==> src/common/ucc_cfg.svh <==
// register map, field positions, reset values and timing counts
`ifndef UCC_CFG_SVH
`define UCC_CFG_SVH
`define UCC_OFF_STAT 8'h00
`define UCC_OFF_CTL1 8'h0C
`define UCC_OFF_CTL2 8'h10
`define UCC_OFF_CTL3 8'h14
`define UCC_OFF_GPR 8'h18
`define UCC_RST_CTL1 14'h0000
`define UCC_RST_CTL2 15'h0000
`define UCC_RST_CTL3 11'h000
`define UCC_RST_GPR 8'h00
`define UCC_C1_M 12
`define UCC_C1_WAKE 11
`define UCC_C1_PCE 10
`define UCC_C1_TE 3
`define UCC_C1_RE 2
`define UCC_C1_MUTE 1
`define UCC_C1_BRK 0
`define UCC_C2_LIN 14
`define UCC_C2_STOP_HI 13
`define UCC_C2_STOP_LO 12
`define UCC_C2_BREAK_DETECT_IRQ_EN 6
`define UCC_C2_BREAK_LENGTH_SEL 5
`define UCC_C3_CTS_CHANGE_IRQ_EN 10
`define UCC_C3_CTS_FLOW_ON 9
`define UCC_C3_RTS_FLOW_ON 8
`define UCC_C3_DMA_TX_REQ_EN 7
`define UCC_C3_DMA_RX_REQ_EN 6
`define UCC_C3_HD 3
`define UCC_C3_IR_LOW_POWER 2
`define UCC_C3_IR_MODE_ON 1
`define UCC_C3_EIE 0
`define UCC_C3_MASK 11'h7CF
`define UCC_ST_CTS 9
`define UCC_ST_LBD 8
`define UCC_ST_TXE 7
`define UCC_ST_RX_FULL_FLAG 5
`define UCC_ST_ORE 3
`define UCC_ST_NE 2
`define UCC_ST_FE 1
`define UCC_LBD_SHORT 5'h0A
`define UCC_LBD_LONG 5'h0B
`define UCC_LIN_BRK_BITS 5'h0D
`endif

==> src/common/ucc_pkg.sv <==
// types shared by the serial port control block
package ucc_pkg;
  typedef logic [7:0] ucc_addr_t;
  typedef logic [31:0] ucc_data_t;
  typedef enum logic [2:0] {
    UCC_BG_IDLE = 3'b001,
    UCC_BG_LOW = 3'b010,
    UCC_BG_STOP = 3'b100
  } ucc_bg_e;
endpackage

==> src/core/ucc_ctrl.sv <==
// serial port control, configuration, break and flow control logic
`timescale 1ns/1ps
`default_nettype none
`include "ucc_cfg.svh"
// Functional notes
// - transmitter runs only while tx_on is set
// - receiver looks for start bits only while rx_on is set
// - rx_mute one puts receiver in silent mode, zero normal
// - with address wake, mute writes ignored while rx_full_flag is set
// - send_break sends break; hardware clears it at break stop position
// - lin mode: break becomes lin sync break, receiver detects lin breaks
// - stop field 00 one, 01 half, 10 two, 11 one and half bits
// - break irq when break_seen_flag and break_detect_irq_en both set
// - break_length_sel one gives 11-bit, zero 10-bit detection
// - four-bit own address wakes muted receiver on address match
// - cts irq when cts change flag and cts_change_irq_en set
// - cts_flow_on gates transmission from the cts input
// - rts_flow_on drives rts from receive buffer state
// - dma_tx_req_en refills transmit data by dma requests
// - dma_rx_req_en drains received data by dma requests
// - half_duplex_sel selects single-line half duplex
// - ir_low_power selects low-power infrared pulses
// - ir_mode_on selects infrared encoding on both paths
// - error irq on framing, overrun or noise with error_irq_en and rx dma
// - low-power ir clock divided by ir_clock_divider, zero reserved
// - wake bit one wakes on address mark, zero on idle line
// - rx_full_flag set when a character reaches the data register
// - cts change flag set on cts edge under flow control, cleared by zero
module ucc_ctrl (
  input wire logic core_clk,
  input wire logic rst_n,
  input wire ucc_pkg::ucc_addr_t addr,
  input wire ucc_pkg::ucc_data_t wdata,
  input wire logic wr_en,
  input wire logic rd_en,
  output ucc_pkg::ucc_data_t rdata,
  input wire logic bit_tick,
  input wire logic rx_line,
  input wire logic rx_char_done,
  input wire logic rx_addr_char,
  input wire logic [3:0] rx_char_addr,
  input wire logic rx_idle_seen,
  input wire logic rx_data_read,
  input wire logic tx_empty,
  input wire logic framing_err_flag,
  input wire logic overrun_flag,
  input wire logic noise_flag,
  input wire logic cts_n,
  output logic tx_active,
  output logic rx_active,
  output logic rx_silent,
  output logic tx_break_low,
  output logic [2:0] stop_halves,
  output logic [9:0] ctl_mode,
  output logic rts_n,
  output logic dma_tx_req,
  output logic dma_rx_req,
  output logic half_duplex,
  output logic ir_encode,
  output logic ir_lp_pulse,
  output logic ir_tick,
  output logic break_irq,
  output logic cts_irq,
  output logic error_irq
);
  import ucc_pkg::*;

  // ==========================================
  // register storage
  logic [13:2] ctl1_reg;
  logic rx_mute_reg;
  logic send_break_reg;
  logic [14:0] ctl2_reg;
  logic [10:0] ctl3_reg;
  logic [7:0] ir_clock_divider_reg;
  logic rx_full_flag_reg;
  logic cts_chg_reg;
  logic break_seen_flag_reg;
  logic cts_d_reg;
  ucc_data_t rdata_reg;
  ucc_data_t stat_word;
  ucc_bg_e bg_state_reg;
  logic [4:0] bg_cnt_reg;
  logic [4:0] lin_cnt_reg;
  logic [7:0] ir_cnt_reg;

  logic wr1, wr2, wr3, wrg, wrs;
  logic tx_on, rx_on, wake_addr, lin_mode_on;
  logic cts_flow_on, rts_flow_on, dma_tx_req_en, dma_rx_req_en;
  logic ir_mode_on, ir_low_power, error_irq_en;
  logic brk_done, cts_edge, lbd_hit, addr_match;
  logic [4:0] frame_low_bits;
  logic [4:0] lbd_thr;

  assign wr1 = wr_en && (addr == `UCC_OFF_CTL1);
  assign wr2 = wr_en && (addr == `UCC_OFF_CTL2);
  assign wr3 = wr_en && (addr == `UCC_OFF_CTL3);
  assign wrg = wr_en && (addr == `UCC_OFF_GPR);
  assign wrs = wr_en && (addr == `UCC_OFF_STAT);

  assign tx_on = ctl1_reg[`UCC_C1_TE];
  assign rx_on = ctl1_reg[`UCC_C1_RE];
  assign wake_addr = ctl1_reg[`UCC_C1_WAKE];
  assign lin_mode_on = ctl2_reg[`UCC_C2_LIN];
  assign cts_flow_on = ctl3_reg[`UCC_C3_CTS_FLOW_ON];
  assign rts_flow_on = ctl3_reg[`UCC_C3_RTS_FLOW_ON];
  assign dma_tx_req_en = ctl3_reg[`UCC_C3_DMA_TX_REQ_EN];
  assign dma_rx_req_en = ctl3_reg[`UCC_C3_DMA_RX_REQ_EN];
  assign ir_mode_on = ctl3_reg[`UCC_C3_IR_MODE_ON];
  assign ir_low_power = ctl3_reg[`UCC_C3_IR_LOW_POWER];
  assign error_irq_en = ctl3_reg[`UCC_C3_EIE];

  // ==========================================
  // control registers
  always_ff @(posedge core_clk or negedge rst_n) begin
    if (!rst_n) begin
      ctl1_reg <= 12'(`UCC_RST_CTL1 >> 2);
    end else if (wr1) begin
      ctl1_reg <= wdata[13:2];
    end
  end

  always_ff @(posedge core_clk or negedge rst_n) begin
    if (!rst_n) begin
      ctl2_reg <= `UCC_RST_CTL2;
      ctl3_reg <= `UCC_RST_CTL3;
      ir_clock_divider_reg <= `UCC_RST_GPR;
    end else begin
      if (wr2) begin
        ctl2_reg <= wdata[14:0];
      end
      if (wr3) begin
        ctl3_reg <= wdata[10:0] & `UCC_C3_MASK;
      end
      if (wrg) begin
        ir_clock_divider_reg <= wdata[7:0];
      end
    end
  end

  // ==========================================
  // silent mode and wake-up
  assign addr_match = rx_char_addr == ctl2_reg[3:0];
  always_ff @(posedge core_clk or negedge rst_n) begin
    if (!rst_n) begin
      rx_mute_reg <= 1'b0;
    end else if (rx_mute_reg && rx_on && !wake_addr && rx_idle_seen) begin
      rx_mute_reg <= 1'b0;
    end else if (rx_on && wake_addr && rx_addr_char) begin
      rx_mute_reg <= !addr_match;
    end else if (wr1 && !(wake_addr && rx_full_flag_reg)) begin
      rx_mute_reg <= wdata[`UCC_C1_MUTE];
    end
  end
  assign rx_silent = rx_mute_reg;

  // ==========================================
  // receive buffer flag, set beats clear
  always_ff @(posedge core_clk or negedge rst_n) begin
    if (!rst_n) begin
      rx_full_flag_reg <= 1'b0;
    end else if (rx_char_done && rx_on && !rx_mute_reg) begin
      rx_full_flag_reg <= 1'b1;
    end else if (rx_data_read || (wrs && !wdata[`UCC_ST_RX_FULL_FLAG])) begin
      rx_full_flag_reg <= 1'b0;
    end
  end

  // ==========================================
  // break generator, paced by bit ticks
  // lin breaks run longer than a frame so slaves can resync
  assign frame_low_bits = lin_mode_on ? `UCC_LIN_BRK_BITS :
                          5'(9 + ctl1_reg[`UCC_C1_M] + ctl1_reg[`UCC_C1_PCE]);
  assign brk_done = (bg_state_reg == UCC_BG_LOW) && bit_tick &&
                    (bg_cnt_reg == frame_low_bits - 5'h01);
  always_ff @(posedge core_clk or negedge rst_n) begin
    if (!rst_n) begin
      bg_state_reg <= UCC_BG_IDLE;
      bg_cnt_reg <= 5'h00;
    end else begin
      case (bg_state_reg)
        UCC_BG_IDLE: begin
          if (send_break_reg && tx_active && bit_tick) begin
            bg_state_reg <= UCC_BG_LOW;
            bg_cnt_reg <= 5'h00;
          end
        end
        UCC_BG_LOW: begin
          if (brk_done) begin
            bg_state_reg <= UCC_BG_STOP;
          end else if (bit_tick) begin
            bg_cnt_reg <= bg_cnt_reg + 5'h01;
          end
        end
        UCC_BG_STOP: begin
          if (bit_tick) begin
            bg_state_reg <= UCC_BG_IDLE;
          end
        end
        default: begin
          bg_state_reg <= UCC_BG_IDLE;
        end
      endcase
    end
  end
  assign tx_break_low = bg_state_reg == UCC_BG_LOW;

  always_ff @(posedge core_clk or negedge rst_n) begin
    if (!rst_n) begin
      send_break_reg <= 1'b0;
    end else if (brk_done) begin
      send_break_reg <= 1'b0;
    end else if (wr1) begin
      send_break_reg <= wdata[`UCC_C1_BRK];
    end
  end

  // ==========================================
  // lin break detection
  assign lbd_thr = ctl2_reg[`UCC_C2_BREAK_LENGTH_SEL] ? `UCC_LBD_LONG : `UCC_LBD_SHORT;
  assign lbd_hit = bit_tick && !rx_line && (lin_cnt_reg == lbd_thr - 5'h01);
  always_ff @(posedge core_clk or negedge rst_n) begin
    if (!rst_n) begin
      lin_cnt_reg <= 5'h00;
    end else if (!(lin_mode_on && rx_on) || (bit_tick && rx_line)) begin
      lin_cnt_reg <= 5'h00;
    end else if (bit_tick && lin_cnt_reg != 5'h1F) begin
      lin_cnt_reg <= lin_cnt_reg + 5'h01;
    end
  end

  always_ff @(posedge core_clk or negedge rst_n) begin
    if (!rst_n) begin
      break_seen_flag_reg <= 1'b0;
    end else if (lin_mode_on && rx_on && lbd_hit) begin
      break_seen_flag_reg <= 1'b1;
    end else if (wrs && !wdata[`UCC_ST_LBD]) begin
      break_seen_flag_reg <= 1'b0;
    end
  end

  // ==========================================
  // cts change detection
  assign cts_edge = cts_flow_on && (cts_n != cts_d_reg);
  always_ff @(posedge core_clk or negedge rst_n) begin
    if (!rst_n) begin
      cts_d_reg <= 1'b1;
      cts_chg_reg <= 1'b0;
    end else begin
      cts_d_reg <= cts_n;
      if (cts_edge) begin
        cts_chg_reg <= 1'b1;
      end else if (wrs && !wdata[`UCC_ST_CTS]) begin
        cts_chg_reg <= 1'b0;
      end
    end
  end

  // ==========================================
  // infrared low-power clock divider
  // a zero divider is reserved, so the tick simply stops
  always_ff @(posedge core_clk or negedge rst_n) begin
    if (!rst_n) begin
      ir_cnt_reg <= 8'h00;
    end else if (!(ir_mode_on && ir_low_power) || ir_clock_divider_reg == 8'h00) begin
      ir_cnt_reg <= 8'h00;
    end else if (ir_cnt_reg >= ir_clock_divider_reg - 8'h01) begin
      ir_cnt_reg <= 8'h00;
    end else begin
      ir_cnt_reg <= ir_cnt_reg + 8'h01;
    end
  end
  assign ir_tick = ir_mode_on && ir_low_power && ir_clock_divider_reg != 8'h00 &&
                   ir_cnt_reg == ir_clock_divider_reg - 8'h01;

  // ==========================================
  // mode outputs and requests
  assign tx_active = tx_on && !(cts_flow_on && cts_n);
  assign rx_active = rx_on;
  assign ctl_mode = ctl1_reg[13:4];
  assign half_duplex = ctl3_reg[`UCC_C3_HD];
  assign ir_encode = ir_mode_on;
  assign ir_lp_pulse = ir_mode_on && ir_low_power;
  assign rts_n = rts_flow_on && rx_full_flag_reg;
  assign dma_tx_req = dma_tx_req_en && tx_on && tx_empty;
  assign dma_rx_req = dma_rx_req_en && rx_full_flag_reg;
  assign break_irq = break_seen_flag_reg && ctl2_reg[`UCC_C2_BREAK_DETECT_IRQ_EN];
  assign cts_irq = cts_chg_reg && ctl3_reg[`UCC_C3_CTS_CHANGE_IRQ_EN];
  assign error_irq = error_irq_en && dma_rx_req_en &&
                     (framing_err_flag || overrun_flag || noise_flag);

  always_comb begin
    case (ctl2_reg[`UCC_C2_STOP_HI:`UCC_C2_STOP_LO])
      2'b00: stop_halves = 3'h2;
      2'b01: stop_halves = 3'h1;
      2'b10: stop_halves = 3'h4;
      2'b11: stop_halves = 3'h3;
      default: stop_halves = 3'h2;
    endcase
  end

  // ==========================================
  // read port, data one cycle after the strobe
  always_comb begin
    stat_word = 32'h0000_0000;
    stat_word[`UCC_ST_CTS] = cts_chg_reg;
    stat_word[`UCC_ST_LBD] = break_seen_flag_reg;
    stat_word[`UCC_ST_TXE] = tx_empty;
    stat_word[`UCC_ST_RX_FULL_FLAG] = rx_full_flag_reg;
    stat_word[`UCC_ST_ORE] = overrun_flag;
    stat_word[`UCC_ST_NE] = noise_flag;
    stat_word[`UCC_ST_FE] = framing_err_flag;
  end

  always_ff @(posedge core_clk or negedge rst_n) begin
    if (!rst_n) begin
      rdata_reg <= 32'h0000_0000;
    end else if (rd_en) begin
      case (addr)
        `UCC_OFF_STAT: rdata_reg <= stat_word;
        `UCC_OFF_CTL1: rdata_reg <= {18'h00000, ctl1_reg, rx_mute_reg, send_break_reg};
        `UCC_OFF_CTL2: rdata_reg <= {17'h00000, ctl2_reg};
        `UCC_OFF_CTL3: rdata_reg <= {21'h000000, ctl3_reg};
        `UCC_OFF_GPR: rdata_reg <= {24'h000000, ir_clock_divider_reg};
        default: rdata_reg <= 32'h0000_0000;
      endcase
    end else begin
      rdata_reg <= 32'h0000_0000;
    end
  end
  assign rdata = rdata_reg;

  // ==========================================
  // checks
  property p_tx_gate;
    @(posedge core_clk) disable iff (!rst_n)
      tx_active |-> tx_on && !(cts_flow_on && cts_n);
  endproperty
  a_tx_gate: assert property (p_tx_gate) else $error("tx active while gated");

  property p_mute_lock;
    @(posedge core_clk) disable iff (!rst_n)
      wr1 && wake_addr && rx_full_flag_reg && !rx_addr_char && !rx_idle_seen
      |=> $stable(rx_mute_reg);
  endproperty
  a_mute_lock: assert property (p_mute_lock) else $error("mute changed while locked");

  property p_brk_clear;
    @(posedge core_clk) disable iff (!rst_n)
      brk_done |=> !send_break_reg && bg_state_reg == UCC_BG_STOP;
  endproperty
  a_brk_clear: assert property (p_brk_clear) else $error("break bit not cleared");

  property p_brk_len;
    @(posedge core_clk) disable iff (!rst_n) tx_break_low && bit_tick && !brk_done |=> tx_break_low;
  endproperty
  a_brk_len: assert property (p_brk_len) else $error("break cut short");

  property p_rx_full_flag_set;
    @(posedge core_clk) disable iff (!rst_n)
      rx_char_done && rx_on && !rx_mute_reg |=> rx_full_flag_reg;
  endproperty
  a_rx_full_flag_set: assert property (p_rx_full_flag_set) else $error("rx full not set");

  property p_lbd;
    @(posedge core_clk) disable iff (!rst_n)
      lin_mode_on && rx_on && lbd_hit |=> break_seen_flag_reg;
  endproperty
  a_lbd: assert property (p_lbd) else $error("lin break missed");

  property p_lbd_irq;
    @(posedge core_clk) disable iff (!rst_n)
      break_irq == (break_seen_flag_reg && ctl2_reg[`UCC_C2_BREAK_DETECT_IRQ_EN]);
  endproperty
  a_lbd_irq: assert property (p_lbd_irq) else $error("break irq wrong");

  property p_cts_flag;
    @(posedge core_clk) disable iff (!rst_n)
      cts_flow_on && (cts_n != $past(cts_n)) && $past(rst_n) |=> cts_chg_reg;
  endproperty
  a_cts_flag: assert property (p_cts_flag) else $error("cts change missed");

  property p_rts;
    @(posedge core_clk) disable iff (!rst_n)
      rts_flow_on && rx_data_read && !rx_char_done |=> !rts_n;
  endproperty
  a_rts: assert property (p_rts) else $error("rts not released");

  property p_err_irq;
    @(posedge core_clk) disable iff (!rst_n)
      error_irq |-> error_irq_en && dma_rx_req_en;
  endproperty
  a_err_irq: assert property (p_err_irq) else $error("error irq ungated");

  property p_stop;
    @(posedge core_clk) disable iff (!rst_n)
      ctl2_reg[13:12] == 2'b01 |-> stop_halves == 3'h1;
  endproperty
  a_stop: assert property (p_stop) else $error("half stop decode");
endmodule
`default_nettype wire

==> config.mk <==
export PLATFORM = sky130hd
export DESIGN_NAME = ucc_ctrl
export DESIGN_NICKNAME = d
export VERILOG_FILES = /design/src/common/ucc_pkg.sv /design/src/core/ucc_ctrl.sv
export VERILOG_INCLUDE_DIRS = /design/src /design/src/common
export SDC_FILE = /design/constraint.sdc
export NUM_CORES = 1
export LEC_CHECK = 0
export BUFFER_PORTS_ARGS = -buffer_cell sky130_fd_sc_hd__buf_2
export CORE_ASPECT_RATIO = 1.75
export CORE_MARGIN = 3
export CORE_UTILIZATION = 30
export CTS_CLUSTER_DIAMETER = 150
export DETAILED_ROUTE_END_ITERATION = 7
export PLACE_DENSITY_LB_ADDON = 0.15
export SLEW_MARGIN = 10
export SYNTH_ARGS = -nofsm -noshare
export SYNTH_HDL_FRONTEND = slang
export SYNTH_SLANG_ARGS = --single-unit
==> constraint.sdc <==
create_clock -name core_clk -period 6.4 [get_ports core_clk]
set_clock_uncertainty 0.15 [all_clocks]
set_input_delay 0.96 -clock core_clk [delete_from_list [all_inputs] [get_ports core_clk]]
set_output_delay 0.96 -clock core_clk [all_outputs]
set_load 0.01 [all_outputs]
## Word level (Yosys, flattened, before mapping)

Cells that the tools add are included.

- Bits in registers: 103
- Input port bits: 59
- Output and inout port bits: 59
- Word-level logic and storage cells: 143

- Add/sub/neg operators: 8
- Magnitude comparators: 1
- Equal/unequal tests: 21
- Muxes and demuxes: 28
- Reduce and logical (&&, ||, !) cells: 70

Operator list:

| operator | number |
|---|---|
| 15-bit one-hot mux with 5 select lines | 1 |
| 1-bit logical AND | 41 |
| 32-bit two-way mux | 1 |
| 5-bit two-way mux | 6 |
| 8-bit by 5-bit equality test with 1-bit output (second input constant) | 3 |
| 8-bit logical NOT | 2 |
| 8-bit two-way mux | 2 |
| 1-bit two-way mux | 12 |
| 3-bit one-hot mux with 4 select lines | 1 |
| 2-bit nonzero test | 6 |
| 1-bit logical NOT | 11 |
| 5-bit by 1-bit adder with 5-bit output (second input constant) | 2 |
| 5-bit equality test | 2 |
| 5-bit one-hot mux with 2 select lines | 1 |
| 3-bit two-way mux | 3 |
| 3-bit one-hot mux with 3 select lines | 1 |
| 8-bit by 1-bit adder with 8-bit output (second input constant) | 1 |
| 8-bit by 4-bit equality test with 1-bit output (second input constant) | 1 |
| 8-bit equality test | 1 |
| 8-bit >= comparator | 1 |
| 2-bit != test (second input constant) | 4 |
| 8-bit nonzero test | 1 |
| 8-bit by 1-bit subtractor with 8-bit output (second input constant) | 1 |
| 4-bit by 1-bit adder with 5-bit output (first input constant) | 1 |
| 17 further kinds | 22 |

## Depth between registers and ports, before layout

- Depth in word-level cells: 8
- Gate-level depth with buffers: 10

## Worst setup path after synthesis

Ideal clock, no wire load.

- Path kind: reg2out
- Start point: register ir_clock_divider_reg[0]
- End point: output ir_tick
- Arrival time: 1.748 ns
- Required time: 5.290 ns
- Slack: 3.542 ns
- Stages on the path, launching flop included: 9
- Buffers on the path: 0
- Cell sequence: dfrtp_1 -> inv_1 -> ha_1 -> nand2b_1 -> nor4_1 -> xnor2_1 -> ha_1 -> nand3_1 -> nor3b_1

- Word-level cells in the longest chain between the ends: 3

RTL lines:

| what | line | source |
|---|---|---|
| start, declared | ucc_ctrl.sv:75 | `logic [7:0] ir_clock_divider_reg;` |
| start signal, assigned | ucc_ctrl.sv:127 | `` ir_clock_divider_reg <= `UCC_RST_GPR; `` |
| start signal, assigned | ucc_ctrl.sv:136 | `ir_clock_divider_reg <= wdata[7:0];` |
| 8-bit by 1-bit subtractor with 8-bit output or 8-bit nonzero test (tied branches) | ucc_ctrl.sv:274, ucc_ctrl.sv:273 |  |
| 8-bit equality test or 1-bit logical AND (tied branches) | ucc_ctrl.sv:274, ucc_ctrl.sv:273 |  |
| 1-bit logical AND * | ucc_ctrl.sv:273 | `assign ir_tick = ir_mode_on && ir_low_power && ir_clock_divider_reg != 8'h00 &&` |
| end, declared | ucc_ctrl.sv:61 | `output logic ir_tick,` |

Mark *: on every way between the ends. The rest lies on a longest branch, timed or not.

## Worst setup path in the final report

Ends and elaborated chain as after synthesis.

==> flow_summary.json <==
{
  "cts_inserted_buffers": 9,
  "cts-root-buf": "clkbuf_16",
  "synth_edf_count": 0,
  "hold_buffers": 0,
  "cell_area_synth_sq_um": 4830,
  "synth_common_cells": "84 x dfrtp_1, 31 x mux2_2, 27 x buf_4",
  "placedCellCount": 691,
  "grt-ovfl-total": 0,
  "clock_tree_from_tritoncts": "built",
  "worstMarginPinSlew_ns": 0.786,
  "layout.area.seq_sq_um": 2150,
  "drc": 0,
  "synth-simple-area-share_pct": 17.4,
  "drt-initial-drc-count": 127,
  "outcome": "finished, final reports clean",
  "area_occupied_by_multi_input_gates_sq_um": 2410,
  "insertion_delay_ns": 0.34,
  "synth_compound_area_share_pct": 9.12,
  "yosysWarnings": 0,
  "core.rowCount": 60,
  "headroom_to_the_max_slew_limit_pct": 47.2,
  "grt_setup_unrepaired": "false",
  "grt_pass1_wl_mm": 21.3,
  "async_flop_share_pct": 100,
  "critical_path_arrival_ns": 2.29,
  "startpoint_class_of_the_critical_path": "flip-flop",
  "die_h_um": 174,
  "area_growth_syn_to_layout_pct": 15.9,
  "final.fill_count": 1594,
  "gpl.final_weighted_congestion": 0.835,
  "finalNonFillerCells": 707,
  "cts-resized-gates": 0,
  "post_route_cells_drive_above_1_share_pct": 29.9,
  "floorplan.initialDensity_pct": 30.9,
  "power.leakage_nw": 2.75,
  "yosys.area.top_type_share_pct": 43.5,
  "postSynthAreaPerCell_sq_um": 10.8,
  "cts_setup_buffers": 0,
  "crit_type": "flip-flop to primary output",
  "ios": 118,
  "grt_start_max_net_pins": 55,
  "detail_route.wl_per_cell_um": 18.6,
  "clock_path_buffers": 2,
  "crit_path_max_fanout": 4,
  "cp.required_ns": 5.29,
  "detail-route-antenna-nets": 0,
  "htreeDepth": 3,
  "preCtsSetupSlack_ns": 2.98,
  "worst-path-buf-inv": 2,
  "first_global_vias": 3829,
  "postSynth.topFlopCell": "dfrtp_1",
  "synth-xor-area-share_pct": 4.35,
  "chipWidth_um": 102,
  "yosysSeqAreaShare_pct": 44.6,
  "core-area_sq_um": 15600,
  "vias": 3605,
  "synth_most_common_cell": "dfrtp_1",
  "max-cap-violations": 0,
  "synth_cell_types": 62,
  "cts_sinks": 86,
  "post-route-util_pct": 35.8,
  "power.density_nw_per_um2": 225,
  "timing.final.setup_violations": 0,
  "dieArea_sq_um": 17700,
  "diodes": 0,
  "synth-seq-cells": 86,
  "num-nets-final": 595,
  "worst_path_dominant_cell_family": "simple AND/OR/NAND/NOR gates",
  "number_of_pins_exceeding_their_max_slew_limit_in_the_final_report": 0,
  "worstHoldPathType": "flip-flop to flip-flop",
  "crit_path_top_delay_cell": "dfrtp_1",
  "post_synth_fa_ha_maj_area_fraction_pct": 5.18,
  "period_share_pct": 53.2,
  "design_power_total_mw": 1.26,
  "clk_pin_slew_worst_paths_ns": 0.07,
  "aggregate_routed_wire_length_mm": 13.2,
  "yosysTopAreaCell": "dfrtp_1",
  "worst_slack_ns": 3.00,
  "critPathCaptureType": "primary output",
  "setup_total_negative_slack_ns": 0,
  "io_buffer_count": 83,
  "vias_per_cell": 5.10,
  "max_freq_mhz": 294,
  "netlist_instances": 446,
  "track_usage_pct": 15.6,
  "post_synth_mux_area_share_pct": 12.5,
  "grt_antenna_before_repair": 0,
  "hold_viol_final": 0,
  "worstPathCellList": "inv_1 > ha_1 > nand2b_1 > nor4_1 > xnor2_1 > ha_1 > nand3_1 > nor3b_1 > buf_2",
  "ir_worst_vdd_v": 0.000138,
  "largest_cells_by_area_after_synthesis": "dfrtp_1 44%, mux2_2 7.2%, ha_1 5.2%, buf_4 4.2%, mux2_4 3.1%",
  "timing.critical_path.mode_cell": "ha_1",
  "detailedRoute.firstPassIterationCount": 4,
  "synth_top_family_by_area": "simple AND/OR/NAND/NOR gates",
  "period_needed_ns": 3.40,
  "detail_placement_hpwl_mm": 10.0,
  "cp_slowest_stage_delay_ns": 0.41
}
## placed cells by master, fill, tap and decap left out, types with 7 or more instances in the layout
| cell | Yosys | final |
|---|---|---|
| nand2_1 | 24 | 24 |
| clkbuf_16 | 0 | 9 |
| ha_1 | 20 | 20 |
| xor2_1 | 12 | 12 |
| nand3_1 | 17 | 17 |
| nor2b_1 | 8 | 8 |
| buf_2 | 7 | 82 |
| and2_1 | 8 | 8 |
| mux2i_1 | 7 | 7 |
| a31oi_1 | 8 | 8 |
| conb_1 | 1 | 17 |
| xnor2_1 | 12 | 12 |
| nor3_1 | 10 | 10 |
| o21ai_0 | 16 | 16 |
| mux2_2 | 31 | 31 |
| nand3b_1 | 7 | 7 |
| a21oi_1 | 10 | 10 |
| dfrtp_1 | 84 | 84 |
| nor2_1 | 25 | 25 |
| mux2_4 | 10 | 10 |
| inv_1 | 13 | 13 |
## through the flow
step                hold WS, ns  instance area (sq um)
detailed placement        0.350                   5280
floorplan                 0.298                   4890
finish                    0.365                   5600
global route              0.388                   5600
global placement          0.343                   5280
CTS                       0.367                   5600
## logic make-up after synthesis
family	count (synthesis)
AOI/OAI and AO/OA	65
other	1
muxes	51
and+or+nand+nor	143
xor gates and xnor gates	24
DFF	86
adders and majority gates	20
buffers and inverters	56
## cell type report
class                           count  area share, %
Clock buffer                       12           4.58
Clock inverter                      4          0.984
Inverter                           13          0.872
Multi-Input combinational cell    320           43.0
Sequential cell                    86           38.5
Tap cell                          186           4.16
Timing Repair Buffer               86           7.87
## report_power, final
| part | internal (mW) | switching, mW | leakage, nW |
|---|---|---|---|
| Sequential | 0.563 | 0.0215 | 1.17 |
| Combinational | 0.0577 | 0.0777 | 1.43 |
| Clock | 0.325 | 0.215 | 0.149 |
## worst paths after layout
check	slack, ns	start	to	cells past startpoint
min reg2reg	0.36	ctl2_reg[7]$_DFFE_PN0P_	ctl2_reg[7]$_DFFE_PN0P_	1
min	0.36	ctl2_reg[7]$_DFFE_PN0P_	ctl2_reg[7]$_DFFE_PN0P_	1
max	3.00	ir_clock_divider_reg[0]$_DFFE_PN0P_	ir_tick	9
max in group asynchronous	4.61	rst_n	ctl1_reg[2]$_DFFE_PN0P_	2
min in group asynchronous	0.41	rst_n	ir_cnt_reg[2]$_DFF_PN0_	1
max reg2reg	3.65	ctl1_reg[12]$_DFFE_PN0P_	bg_cnt_reg[2]$_DFFE_PN0P_	8
## metal layers
layer | part of all wire [%] | GRT usage [%]
met5 | 0 | 0
met4 | 2.6 | 5.42
met3 | 4.1 | 3.22
met2 | 54 | 27.4
met1 | 39 | 18.5
No activity file was read; power rests on OpenSTA's default activity.
